==> src/frms_pkg.sv <==
// constants and carrier types for the fixed rope memory selector
`default_nettype none
package frms_pkg;
	// register map (byte addresses, one aligned word each)
	localparam logic [11:0] OFS_ADDR = 12'h000;
	localparam logic [11:0] OFS_BANK = 12'h004;
	localparam logic [11:0] OFS_EXT = 12'h008;
	localparam logic [11:0] OFS_STATUS = 12'h00C;
	localparam logic [11:0] OFS_SENSE = 12'h010;
	// reset values
	localparam logic [11:0] RST_ADDR = 12'h000;
	localparam logic [4:0] RST_BANK = 5'h00;
	localparam logic [2:0] RST_EXT = 3'h0;
	// field positions inside the address word (bit n of S sits at n-1)
	localparam int POS_S08 = 7;
	localparam int POS_S09 = 8;
	localparam int POS_S10 = 9;
	localparam int POS_S11 = 10;
	localparam int POS_S12 = 11;
	// status word field positions
	localparam int POS_ST_FCR = 6;
	localparam int POS_ST_UNFIT = 7;
	// fixed store geometry
	localparam int BANK_W = 6;
	localparam int WORD_W = 10;
	localparam int NUM_BANKS = 64;
	localparam int WORDS_PER_BANK = 1024;
	localparam logic [5:0] BANKS_FITTED = 6'h24;
	localparam logic [5:0] FF_BANK_BASE = 6'h02;
	localparam int NUM_STRANDS = 72;
	localparam int NUM_MODULES = 6;
	localparam int NUM_ROPES = 3;
	localparam int STRANDS_PER_MODULE = 12;
	localparam int NUM_INHIBIT = 16;
	// strobe windows in timer pulse numbers, inclusive
	localparam logic [3:0] TP_IH_LO = 4'h2;
	localparam logic [3:0] TP_IH_HI = 4'h6;
	localparam logic [3:0] TP_SET_LO = 4'h3;
	localparam logic [3:0] TP_SET_HI = 4'h5;
	localparam logic [3:0] TP_GATE_LO = 4'h4;
	localparam logic [3:0] TP_GATE_HI = 4'h8;
	localparam logic [3:0] TP_SNS_LO = 4'h7;
	localparam logic [3:0] TP_SNS_HI = 4'h7;
	localparam logic [3:0] TP_RST_LO = 4'h9;
	localparam logic [3:0] TP_RST_HI = 4'hA;
	// bus responses
	localparam logic [1:0] RESP_OKAY = 2'h0;
	localparam logic [1:0] RESP_DECERR = 2'h3;

	typedef struct packed {
		logic inhibit_driver_enable;
		logic set_enable;
		logic rope_strand_gate;
		logic reset_enable;
		logic fixed_sense_strobe;
	} frms_strobe_t;
endpackage
`default_nettype wire

==> src/frms_top.sv <==
// fixed rope memory address decode, cycle strobes and line selection
`default_nettype none
// Contract
// RQ1: fixed access only when address bit 12 or 11 is one
// RQ2: address bit 12 selects fixed-fixed area, bank and extension ignored
// RQ3: bit 12 zero, bit 11 one: bank from bank and extension registers
// RQ4: bank bits 16 and 14 not both one: extension register ignored
// RQ5: bank bits 16 and 14 both one: extension reaches upper bank groups
// RQ6: banks 30-77 need matching extension; banks 00-27 never need it
// RQ7: fixed space is 64 banks of 1024 words
// RQ8: banks 00-43 fitted; decoder leaves room for the rest
// RQ9: banks 02 and 03 form the fixed-fixed area
// RQ10: fixed-cycle request above octal 1777 governs fixed timing
// RQ11: five strobes sequenced by timer pulses and subinstruction command
// RQ12: lockout suppresses inhibit-enable and set-enable
// RQ13: restart suppresses gate, reset-enable and sense strobes
// RQ14: set strobe plus address bit 9 drives one of two set lines
// RQ15: reset strobe plus address bits 8,9 drives one of four resets
// RQ16: bits 1-7 pick 14 inhibit lines, X/Y give two, under enable
// RQ17: rope/strand from address bit 10 and bank bits; module from them
// RQ18: one rope of three, one strand of 72, one module of six
// RQ19: sensed word reaches memory buffer under sense strobe
// RQ20: no fixed request: all strobes and selections stay low
module frms_top
	import frms_pkg::*;
(
	// clock and reset
	input wire logic clk_sys,
	input wire logic rst,
	// axi4-lite slave
	input wire logic awvalid,
	output logic awready,
	input wire logic [31:0] awaddr,
	input wire logic wvalid,
	output logic wready,
	input wire logic [31:0] wdata,
	input wire logic [3:0] wstrb,
	output logic bvalid,
	input wire logic bready,
	output logic [1:0] bresp,
	input wire logic arvalid,
	output logic arready,
	input wire logic [31:0] araddr,
	output logic rvalid,
	input wire logic rready,
	output logic [31:0] rdata,
	output logic [1:0] rresp,
	// timer and sequence control
	input wire logic [3:0] timer_step,
	input wire logic fixed_read_cmd,
	input wire logic erasable_cycle_lockout,
	input wire logic restart_clear,
	// erasable side inhibit selections and sense amplifiers
	input wire logic x_inhibit_sel,
	input wire logic y_inhibit_sel,
	input wire logic [15:0] sense_word,
	// fixed memory drive
	output logic fixed_cycle_request,
	output frms_strobe_t strobes,
	output logic set_line_first,
	output logic set_line_second,
	output logic [3:0] reset_lines,
	output logic [NUM_INHIBIT-1:0] inhibit_lines,
	output logic [NUM_ROPES-1:0] rope_sel,
	output logic [NUM_STRANDS-1:0] strand_sel,
	output logic [NUM_MODULES-1:0] module_sel,
	output logic [15:0] mem_buffer
);

	typedef struct packed {
		logic aw_got;
		logic w_got;
		logic [11:0] aw_addr;
		logic aw_hi;
		logic [31:0] w_data;
		logic [3:0] w_strb;
		logic awready;
		logic wready;
		logic bvalid;
		logic [1:0] bresp;
		logic arready;
		logic rvalid;
		logic [31:0] rdata;
		logic [1:0] rresp;
		logic [11:0] s_addr;
		logic [4:0] fixed_bank_reg;
		logic [2:0] ext;
		logic [BANK_W-1:0] bank_sel;
		logic unfitted;
		logic fcr;
		frms_strobe_t strb;
		logic [1:0] set_l;
		logic [3:0] rst_l;
		logic [NUM_INHIBIT-1:0] inh;
		logic [NUM_ROPES-1:0] rope;
		logic [NUM_STRANDS-1:0] strand;
		logic [NUM_MODULES-1:0] module_s;
		logic [15:0] mbuf;
	} frms_state_t;

	frms_state_t st_r;
	frms_state_t st_nxt;
	logic fcr_c;
	logic [BANK_W-1:0] bank_c;
	logic fitted_c;
	logic [BANK_W:0] strand_idx;
	logic active_c;
	frms_strobe_t strb_c;
	logic [NUM_STRANDS-1:0] strand_c;
	logic [NUM_MODULES-1:0] module_c;
	logic [NUM_ROPES-1:0] rope_c;

	function automatic logic win(input logic [3:0] tp, input logic [3:0] lo,
		input logic [3:0] hi);
		return (tp >= lo) && (tp <= hi);
	endfunction

	function automatic logic [31:0] merge(input logic [31:0] old,
		input logic [31:0] d, input logic [3:0] be);
		logic [31:0] r;
		r = old;
		for (int i = 0; i < 4; i++) begin
			if (be[i]) begin
				r[i*8 +: 8] = d[i*8 +: 8];
			end
		end
		return r;
	endfunction

	// bank decode: fixed-fixed wins over bank registers
	always_comb begin
		fcr_c = st_r.s_addr[POS_S12] | st_r.s_addr[POS_S11]; // [RQ1] [RQ10]
		if (st_r.s_addr[POS_S12]) begin
			// [RQ2] [RQ9]
			bank_c = FF_BANK_BASE | BANK_W'(st_r.s_addr[POS_S11]);
		end else if (st_r.fixed_bank_reg[4:3] == 2'h3 && st_r.ext[2]) begin
			bank_c = {st_r.ext, st_r.fixed_bank_reg[2:0]}; // [RQ5] [RQ6] [RQ3]
		end else begin
			// extension 0-3 lands on the same banks 30-37 anyway
			bank_c = {1'b0, st_r.fixed_bank_reg}; // [RQ4] [RQ6] [RQ3]
		end
		// unfitted banks decode but select no rope, ready for expansion
		fitted_c = bank_c < BANKS_FITTED; // [RQ8] [RQ7]
		strand_idx = {bank_c, st_r.s_addr[POS_S10]}; // [RQ17]
	end

	// strobe timing
	always_comb begin
		active_c = fcr_c && fixed_read_cmd; // [RQ20] [RQ10]
		strb_c.inhibit_driver_enable = active_c && !erasable_cycle_lockout
			&& win(timer_step, TP_IH_LO, TP_IH_HI); // [RQ11] [RQ12]
		strb_c.set_enable = active_c && !erasable_cycle_lockout
			&& win(timer_step, TP_SET_LO, TP_SET_HI); // [RQ11] [RQ12]
		strb_c.rope_strand_gate = active_c && !restart_clear
			&& win(timer_step, TP_GATE_LO, TP_GATE_HI); // [RQ11] [RQ13]
		strb_c.reset_enable = active_c && !restart_clear
			&& win(timer_step, TP_RST_LO, TP_RST_HI); // [RQ11] [RQ13]
		strb_c.fixed_sense_strobe = active_c && !restart_clear
			&& win(timer_step, TP_SNS_LO, TP_SNS_HI); // [RQ11] [RQ13]
	end

	// strand decode, then module and rope from the strands
	for (genvar g = 0; g < NUM_STRANDS; g++) begin : g_strand
		assign strand_c[g] = strb_c.rope_strand_gate && fitted_c
			&& (strand_idx == (BANK_W+1)'(g)); // [RQ17] [RQ18]
	end
	for (genvar m = 0; m < NUM_MODULES; m++) begin : g_module
		assign module_c[m] =
			|strand_c[m*STRANDS_PER_MODULE +: STRANDS_PER_MODULE]; // [RQ17]
		if (m % 2 == 0) begin : g_rope
			assign rope_c[m/2] = module_c[m] | module_c[m+1]; // [RQ18]
		end
	end

	always_comb begin
		st_nxt = st_r;
		// write channel capture, address and data in either order
		if (awvalid && st_r.awready) begin
			st_nxt.aw_got = 1'b1;
			st_nxt.aw_addr = awaddr[11:0];
			st_nxt.aw_hi = |awaddr[31:12];
		end
		if (wvalid && st_r.wready) begin
			st_nxt.w_got = 1'b1;
			st_nxt.w_data = wdata;
			st_nxt.w_strb = wstrb;
		end
		if (st_r.bvalid && bready) begin
			st_nxt.bvalid = 1'b0;
		end
		if (st_r.aw_got && st_r.w_got && !st_r.bvalid) begin
			st_nxt.aw_got = 1'b0;
			st_nxt.w_got = 1'b0;
			st_nxt.bvalid = 1'b1;
			st_nxt.bresp = RESP_OKAY;
			if (st_r.aw_hi) begin
				st_nxt.bresp = RESP_DECERR;
			end else begin
				unique case (st_r.aw_addr)
					OFS_ADDR: st_nxt.s_addr = 12'(merge({20'h0, st_r.s_addr},
						st_r.w_data, st_r.w_strb));
					OFS_BANK: st_nxt.fixed_bank_reg = 5'(merge({27'h0, st_r.fixed_bank_reg},
						st_r.w_data, st_r.w_strb));
					OFS_EXT: st_nxt.ext = 3'(merge({29'h0, st_r.ext},
						st_r.w_data, st_r.w_strb));
					OFS_STATUS, OFS_SENSE: begin
						// read-only words swallow writes
					end
					default: st_nxt.bresp = RESP_DECERR;
				endcase
			end
		end
		st_nxt.awready = !st_nxt.aw_got && !st_nxt.bvalid;
		st_nxt.wready = !st_nxt.w_got && !st_nxt.bvalid;
		// read channel
		if (st_r.rvalid && rready) begin
			st_nxt.rvalid = 1'b0;
		end
		if (arvalid && st_r.arready) begin
			st_nxt.rvalid = 1'b1;
			st_nxt.rresp = RESP_OKAY;
			st_nxt.rdata = 32'h0;
			if (|araddr[31:12]) begin
				st_nxt.rresp = RESP_DECERR;
			end else begin
				unique case (araddr[11:0])
					OFS_ADDR: st_nxt.rdata = {20'h0, st_r.s_addr};
					OFS_BANK: st_nxt.rdata = {27'h0, st_r.fixed_bank_reg};
					OFS_EXT: st_nxt.rdata = {29'h0, st_r.ext};
					OFS_STATUS: st_nxt.rdata = {24'h0, st_r.unfitted,
						st_r.fcr, st_r.bank_sel};
					OFS_SENSE: st_nxt.rdata = {16'h0, st_r.mbuf};
					default: st_nxt.rresp = RESP_DECERR;
				endcase
			end
		end
		st_nxt.arready = !st_nxt.rvalid;
		// fixed memory drive
		st_nxt.fcr = fcr_c; // [RQ10]
		st_nxt.bank_sel = bank_c;
		st_nxt.unfitted = fcr_c && !fitted_c; // [RQ8]
		st_nxt.strb = strb_c; // [RQ11]
		st_nxt.set_l = strb_c.set_enable ? {st_r.s_addr[POS_S09],
			!st_r.s_addr[POS_S09]} : 2'h0; // [RQ14]
		st_nxt.rst_l = 4'h0;
		if (strb_c.reset_enable) begin
			st_nxt.rst_l[{st_r.s_addr[POS_S09], st_r.s_addr[POS_S08]}] =
				1'b1; // [RQ15]
		end
		st_nxt.inh = 16'h0;
		if (strb_c.inhibit_driver_enable) begin
			for (int k = 0; k < 7; k++) begin
				st_nxt.inh[2*k] = st_r.s_addr[k]; // [RQ16]
				st_nxt.inh[2*k+1] = !st_r.s_addr[k]; // [RQ16]
			end
			st_nxt.inh[14] = x_inhibit_sel; // [RQ16]
			st_nxt.inh[15] = y_inhibit_sel; // [RQ16]
		end
		st_nxt.strand = strand_c; // [RQ18]
		st_nxt.module_s = module_c; // [RQ17]
		st_nxt.rope = rope_c; // [RQ18]
		if (strb_c.fixed_sense_strobe) begin
			// sensed word arrives via the erasable sense amplifiers
			st_nxt.mbuf = sense_word; // [RQ19]
		end
	end

	always_ff @(posedge clk_sys or posedge rst) begin
		if (rst) begin
			st_r <= '0;
			st_r.awready <= 1'b1;
			st_r.wready <= 1'b1;
			st_r.arready <= 1'b1;
			st_r.s_addr <= RST_ADDR;
			st_r.fixed_bank_reg <= RST_BANK;
			st_r.ext <= RST_EXT;
		end else begin
			st_r <= st_nxt;
		end
	end

	assign awready = st_r.awready;
	assign wready = st_r.wready;
	assign bvalid = st_r.bvalid;
	assign bresp = st_r.bresp;
	assign arready = st_r.arready;
	assign rvalid = st_r.rvalid;
	assign rdata = st_r.rdata;
	assign rresp = st_r.rresp;
	assign fixed_cycle_request = st_r.fcr;
	assign strobes = st_r.strb;
	assign set_line_first = st_r.set_l[1];
	assign set_line_second = st_r.set_l[0];
	assign reset_lines = st_r.rst_l;
	assign inhibit_lines = st_r.inh;
	assign rope_sel = st_r.rope;
	assign strand_sel = st_r.strand;
	assign module_sel = st_r.module_s;
	assign mem_buffer = st_r.mbuf;
endmodule
`default_nettype wire

==> config.mk <==
export PLATFORM = sky130hd
export DESIGN_NAME = frms_top
export DESIGN_NICKNAME = d
export VERILOG_FILES = /design/src/frms_pkg.sv /design/src/frms_top.sv
export SDC_FILE = /design/constraint.sdc
export NUM_CORES = 1
export LEC_CHECK = 0
export BUFFER_PORTS_ARGS = -buffer_cell sky130_fd_sc_hd__buf_4
export CELL_PAD_IN_SITES_DETAIL_PLACEMENT = 1
export CELL_PAD_IN_SITES_GLOBAL_PLACEMENT = 1
export CORE_UTILIZATION = 35
export DETAILED_ROUTE_END_ITERATION = 6
export PLACE_DENSITY_LB_ADDON = 0.1
export SYNTH_ARGS = -nofsm -noshare
export SYNTH_HDL_FRONTEND = slang
export SYNTH_SLANG_ARGS = --single-unit
export TNS_END_PERCENT = 20
==> constraint.sdc <==
create_clock -name clk_sys -period 5.9 [get_ports clk_sys]
set_clock_uncertainty 0.1 [all_clocks]
set_input_delay 0.59 -clock clk_sys [delete_from_list [all_inputs] [get_ports clk_sys]]
set_output_delay 0.59 -clock clk_sys [all_outputs]
set_load 0.05 [all_outputs]
==> impl_metrics.csv, run 1 <==
group,metric,value,unit
drt,first_pass_iters,6,
cells_and_area,regArea,5110,µm²
pwr,p_int,2.65,mW
grt,grt_pass1_vias,6219,
cells_and_area,layout_common_cells,"262 x buf_4, 201 x dfrtp_1, 88 x nor2_1",
clock_tree,htreeDepth,1,
floorplan,start_util,0.361,
drt,ant_nets,0,
grt,grt.busiest_layer,"met2",
sta,timing.final.crit_share,0.497,
cells_and_area,layout.nets,1026,
grt,grt_antenna_before_repair,0,
yosys,ys_ff_latch,204,
clock_tree,clk_path_buf_depth,3,
pwr,leakagePower,5.41,nW
placement,gp_congestion,0.790,
setup_path,end_kind,"flop",
clock_tree,cts_tree,"yes",
grt,grt_pass1_wl,35800,µm
yosys,yosysTopAreaCell,"dfrtp_1",
setup_path,critPathArrivalTime,3220,ps
yosys,yosysSeqAreaShare,0.576,
setup_path,crit_family,"simple AND/OR/NAND/NOR gates",
placement,portBuffers,259,
setup_path,slowest_delay,1110,ps
clock_tree,postCtsSetupBuffers,0,
cells_and_area,area_delta_synth_final,22.1,%
placement,hpwl,17000,µm
flow_run,maxCapViolCount,0,
floorplan,die_x,161,µm
clock_tree,cts_root_buffer,"clkbuf_16",
yosys,synth_top_area_share,0.567,
setup_path,cp_cell_sequence,"o21ai_1 > nor4_4 > mux2_2",
clock_tree,clock-sinks,204,
floorplan,die-area,26000,µm²
pwr,power.density,327,nW/µm²
pwr,peakVddDrop,0.000212,V
cells_and_area,final_util,0.440,
setup_path,cp-start-kind,"flop",
cells_and_area,multi_input_area,2500,µm²
setup_path,critPathBufInv,0,
floorplan,placementRows,57,
pwr,power_switching,0.894,mW
cells_and_area,final_layout_size_suffix_gt1_frac,0.414,
grt,grtUsageMet2,0.306,
yosys,synth-edff-count,0,
yosys,syn-cell-area,8870,µm²
drt,viasPerCell,4.69,
pwr,p_clk_frac,0.418,
sta,worst_slack,2970,ps
setup_path,critPathRequiredTime,6180,ps
yosys,synth_cell_types,48,
sta,tns,0,ps
sta,max_slew.worst_pin.slew,1220,ps
cells_and_area,antenna_cells,0,
sta,slew_violations,0,
clock_tree,clk_pin_slew,60,ps
yosys,synth.area.top_cells,"dfrtp_1 57%, buf_4 13%, mux2_2 7.9%",
sta,hold_ws,151,ps
sta,rsz0062_at_grt,"no",
yosys,syn_inst,773,
cells_and_area,final_common_cell,"buf_4",
grt,grt_usage,0.178,
drt,vias,5784,
pwr,seq_power_share,0.460,
sta,slew-limit-headroom,0.179,
grt,grt_max_degree,87,
cells_and_area,fill_cells,2698,
clock_tree,cts_resized,0,
drt,drt_iter0_drc,198,
grt,use_met1,0.228,
drt,post_drt_wl_per_cell,18.7,µm
clock_tree,worstSkewPairLatency,500,ps
yosys,avgSynthCellArea,11.5,µm²
run_status,status,"completed",
pwr,power.total,3.54,mW
floorplan,die_y,161,µm
setup_path,cpMaxStageDelayCell,"nor4_4",
yosys,yosys_most_used_dff,"dfrtp_1",
grt,grtUsageMet3,0.0388,
pwr,p_sw_frac,0.252,
setup_path,cp_max_fo,17,
yosys,synth-warning-count,0,
grt,grt_overflow,0,
floorplan,core,24600,µm²
sta,max_freq,341,MHz
worst_hold_path,hold_class,"input port to flop",
drt,wl,23100,µm
sta,fin_crit,2930,ps
yosys,synthArstFlopShare,1.00,
clock_tree,cts_hold_buf,0,
setup_path,criticalPathCategory,"flop to flop",
pwr,power_frac_comb,0.122,
sta,hold_viol,0,
sta,finalSetupViolCount,0,
clock_tree,numCtsBuffers,23,
placement,dpl_worst_slack,3040,ps
drt,drc,0,
floorplan,pin_count,298,
==> layout make-up <==
| type | instances | share of cell area |
|---|---|---|
| clock buffer | 33 | 0.0622 |
| clock inverter | 8 | 0.0111 |
| inverter | 14 | 0.00520 |
| multi-input combinational | 389 | 0.231 |
| sequential | 204 | 0.472 |
| tap | 324 | 0.0374 |
| timing repair buffer | 262 | 0.182 |
==> routing by layer <==
metal	vias to the layer above	wire length, µm	part of all wire
met2	182	11500	0.50
met3	27	1400	0.061
met4	0	357	0.015
li1	2668	-	-
met5	-	0	0
met1	2907	9860	0.43
==> state kept, by name, summed over array words and instances, names as in the netlist, 3 cells and up <==
name and count:
inhibit_lines 16, mem_buffer 16, module_sel 6, rdata 16, reset_lines 4, rope_sel 3, st_r 56, strand_sel 72
strobes 5
==> Yosys cell counts, types with 7 or more instances <==
cell	n
nand2b_1	10
mux2_2	62
nand3_1	15
nor3_1	15
a21oi_1	8
clkbuf_1	19
and2_1	14
mux2i_1	17
buf_4	158
inv_1	14
nand2_1	37
nor2_1	88
dfrtp_1	201
a2bb2oi_1	7
nor4_1	16
o21ai_0	22
==> per-stage QoR <==
stage                     instances  area, µm²
after floorplan                 788       8930
after global placement         1193      10000
after detailed placement       1193      10000
after CTS                      1234      10800
after global routing           1234      10800
final                          1234      10800
==> path summary, 6_finish.rpt <==
check | slack, ps | endpoint | startpoint | cells after the start
min in group asynchronous | 170 | rdata[9] | rst | 3
hold / removal | 150 | awready | awvalid | 2
hold reg to reg | 380 | rdata[11] | rdata[11] | 2
setup reg to reg | 2970 | mem_buffer[1] | st_r[151] | 3
setup / recovery | 2970 | mem_buffer[1] | st_r[151] | 3
max in group asynchronous | 4650 | module_sel[4] | rst | 3
==> logic make-up (layout without fill, tap and decap cells) <==
| family | count (synthesis) | after routing | synth area share |
|---|---|---|---|
| AND/OR/NAND/NOR | 233 | 233 | 0.130 |
| flip-flops | 204 | 204 | 0.576 |
| buffers and inverters | 195 | 317 | 0.150 |
| multiplexers | 79 | 79 | 0.0979 |
| AO/OA/AOI/OAI | 59 | 59 | 0.0440 |
| XOR/XNOR | 2 | 2 | 0.00197 |
| other | 1 | 16 | 0.000423 |
==> worst reg2reg max path, stage by stage, from the launching register on <==
cell and delay (ps):
dfrtp_1 760, o21ai_1 400, nor4_4 1110, mux2_2 430
==> power by group through the flow <==
stage / logic, mW / registers, mW / clock network [mW]
6_report: 0.434 / 1.63 / 1.48
5_1_grt: 0.474 / 1.65 / 1.59
4_1_cts: 0.442 / 1.63 / 1.53
3_5_place_dp: 0.441 / 1.65 / 0
3_3_place_gp: 0.426 / 1.64 / 0
2_1_floorplan: 0.287 / 1.65 / 0
Power figures use the tool's default switching activity.
==> inputs of run 2 (changes only) <==
- CORE_UTILIZATION: 35 -> 39
- clock period: 5.9 -> 2.9 ns (I/O delays scaled with it)
==> impl_metrics.csv, run 2 (same netlist as run 1, synthesis figures left out) <==
group,metric,value,unit
run_status,status,"finished, violations left",
run_status,violations,"design-rule violations",
floorplan,die_y,153,µm
sta,max_freq,394,MHz
floorplan,placementRows,54,
clock_tree,numCtsBuffers,23,
grt,grt_pass1_wl,37100,µm
drt,drc,23,
sta,slew-limit-headroom,0.498,
setup_path,cp_max_fo,11,
clock_tree,clk_pin_slew,60,ps
cells_and_area,fill_cells,2342,
setup_path,critPathRequiredTime,3200,ps
clock_tree,cts_root_buffer,"clkbuf_16",
placement,dp.cells,1161,
sta,rsz0062_at_grt,"no",
worst_hold_path,hold_depth,3,
cells_and_area,final_layout_size_suffix_gt1_frac,0.401,
clock_tree,htreeDepth,1,
worst_hold_path,hold_class,"input port to flop",
drt,wl,23600,µm
drt,ant_nets,0,
grt,grt_pass1_vias,6657,
cells_and_area,final_util,0.518,
cells_and_area,largest_reg_flops,72,
drt,drt_iter0_drc,245,
setup_path,critPathArrivalTime,2840,ps
sta,max_slew.worst_pin.slew,752,ps
placement,portBuffers,259,
drt,vias,6060,
cells_and_area,instances_no_fill,1253,
setup_path,rrSetupSlack,360,ps
setup_path,worstReg2RegStart,"st_r[133]",
cells_and_area,fin_area,11500,µm²
setup_path,cp-start-kind,"flop",
cells_and_area,layout_common_cells,"272 x buf_4, 201 x dfrtp_1, 88 x nor2_1",
placement,hpwl,16900,µm
clock_tree,clock-sinks,204,
sta,tns,0,ps
worst_hold_path,hold_path_end,"strobes[3]",
cells_and_area,area_delta_synth_final,29.1,%
floorplan,pin_count,298,
setup_path,criticalPathCategory,"flop to flop",
sta,slew_violations,0,
drt,first_pass_iters,7,
worst_hold_path,hp-start,"erasable_cycle_lockout",
grt,grt_antenna_before_repair,0,
clock_tree,cts_resized,0,
cells_and_area,final_common_cell,"buf_4",
clock_tree,worstSkewPairLatency,510,ps
floorplan,core,22100,µm²
pwr,power.density,653,nW/µm²
clock_tree,clk_path_buf_depth,3,
setup_path,end_kind,"flop",
sta,fin_crit,2540,ps
setup_path,r2r-end,"strand_sel[67]",
drt,viasPerCell,4.84,
drt,post_drt_wl_per_cell,18.8,µm
setup_path,r2r_cells,4,
clock_tree,cts_hold_buf,51,
sta,hold_viol,0,
floorplan,start_util,0.402,
sta,timing.final.crit_share,0.875,
cells_and_area,layout.nets,1089,
grt,grt_max_degree,83,
floorplan,die_x,153,µm
pwr,leakagePower,5.73,nW
clock_tree,cts_tree,"yes",
pwr,peakVddDrop,0.000387,V
sta,finalSetupViolCount,0,
pwr,power.total,7.48,mW
clock_tree,postCtsSetupBuffers,0,
grt,grt_overflow,0,
placement,place_area,10100,µm²
cells_and_area,antenna_cells,0,
grt,grt_usage,0.202,
placement,gp_congestion,0.778,
flow_run,maxCapViolCount,0,
floorplan,die-area,23400,µm²
==> run 2: cell count changes in the layout (fill, tap and decap cells not counted) <==
| cell | previous run | this run |
|---|---|---|
| bufinv_16 | 3 | 5 |
| clkinvlp_4 | 3 | 1 |
| clkbuf_8 | 6 | 7 |
| dlygate4sd3_1 | 0 | 51 |
| clkbuf_1 | 4 | 3 |
| buf_12 | 0 | 2 |
| buf_4 | 262 | 272 |
==> run 2: where the power goes <==
group / leakage [nW] / total (mW) / internal (mW) / switching, mW
combinational: 2.55 / 0.958 / 0.460 / 0.498
sequential: 2.77 / 3.31 / 3.11 / 0.202
clock: 0.420 / 3.21 / 2.07 / 1.14
==> run 2: worst max path at each step <==
stage | from | end | slack (ps)
global route | st_r[133] | strand_sel[67] | 200
CTS | st_r[133] | strand_sel[67] | 310
floorplan | rst | bresp[0] | -130
detailed placement | st_r[133] | strand_sel[67] | 350
finish | st_r[133] | strand_sel[67] | 360
global placement | st_r[133] | strand_sel[67] | 450
==> run 2: routing by layer <==
metal / routed length [µm] / vias to the layer above / GRT usage
met3: 1540 / 33 / 0.0408
met2: 12300 / 209 / 0.371
met5: 0 / - / 0
met1: 9320 / 3031 / 0.243
met4: 422 / 0 / 0.0457
li1: - / 2787 / -
==> run 2: worst max-delay path: stages (launching register included) <==
cell and delay [ps]:
dfrtp_1 420, or4b_1 610, a211oi_4 480, nand3_1 510, nor3_1 310
==> run 2: layout make-up <==
class / count / area, µm² / share of cell area
multi-input combinational: 389 / 2500 / 0.218
clock buffer: 33 / 683 / 0.0596
clock inverter: 8 / 165 / 0.0144
tap: 280 / 350 / 0.0306
timing repair buffer: 325 / 2590 / 0.226
sequential: 204 / 5110 / 0.446
inverter: 14 / 56.3 / 0.00492
==> run 2: metrics by stage <==
step | hold WS [ps] | worst slack (ps)
floorplan | 251 | -132
global placement | 303 | 450
detailed placement | 297 | 349
CTS | 1.18 | 308
global route | 19.2 | 200
finish | 11.3 | 364
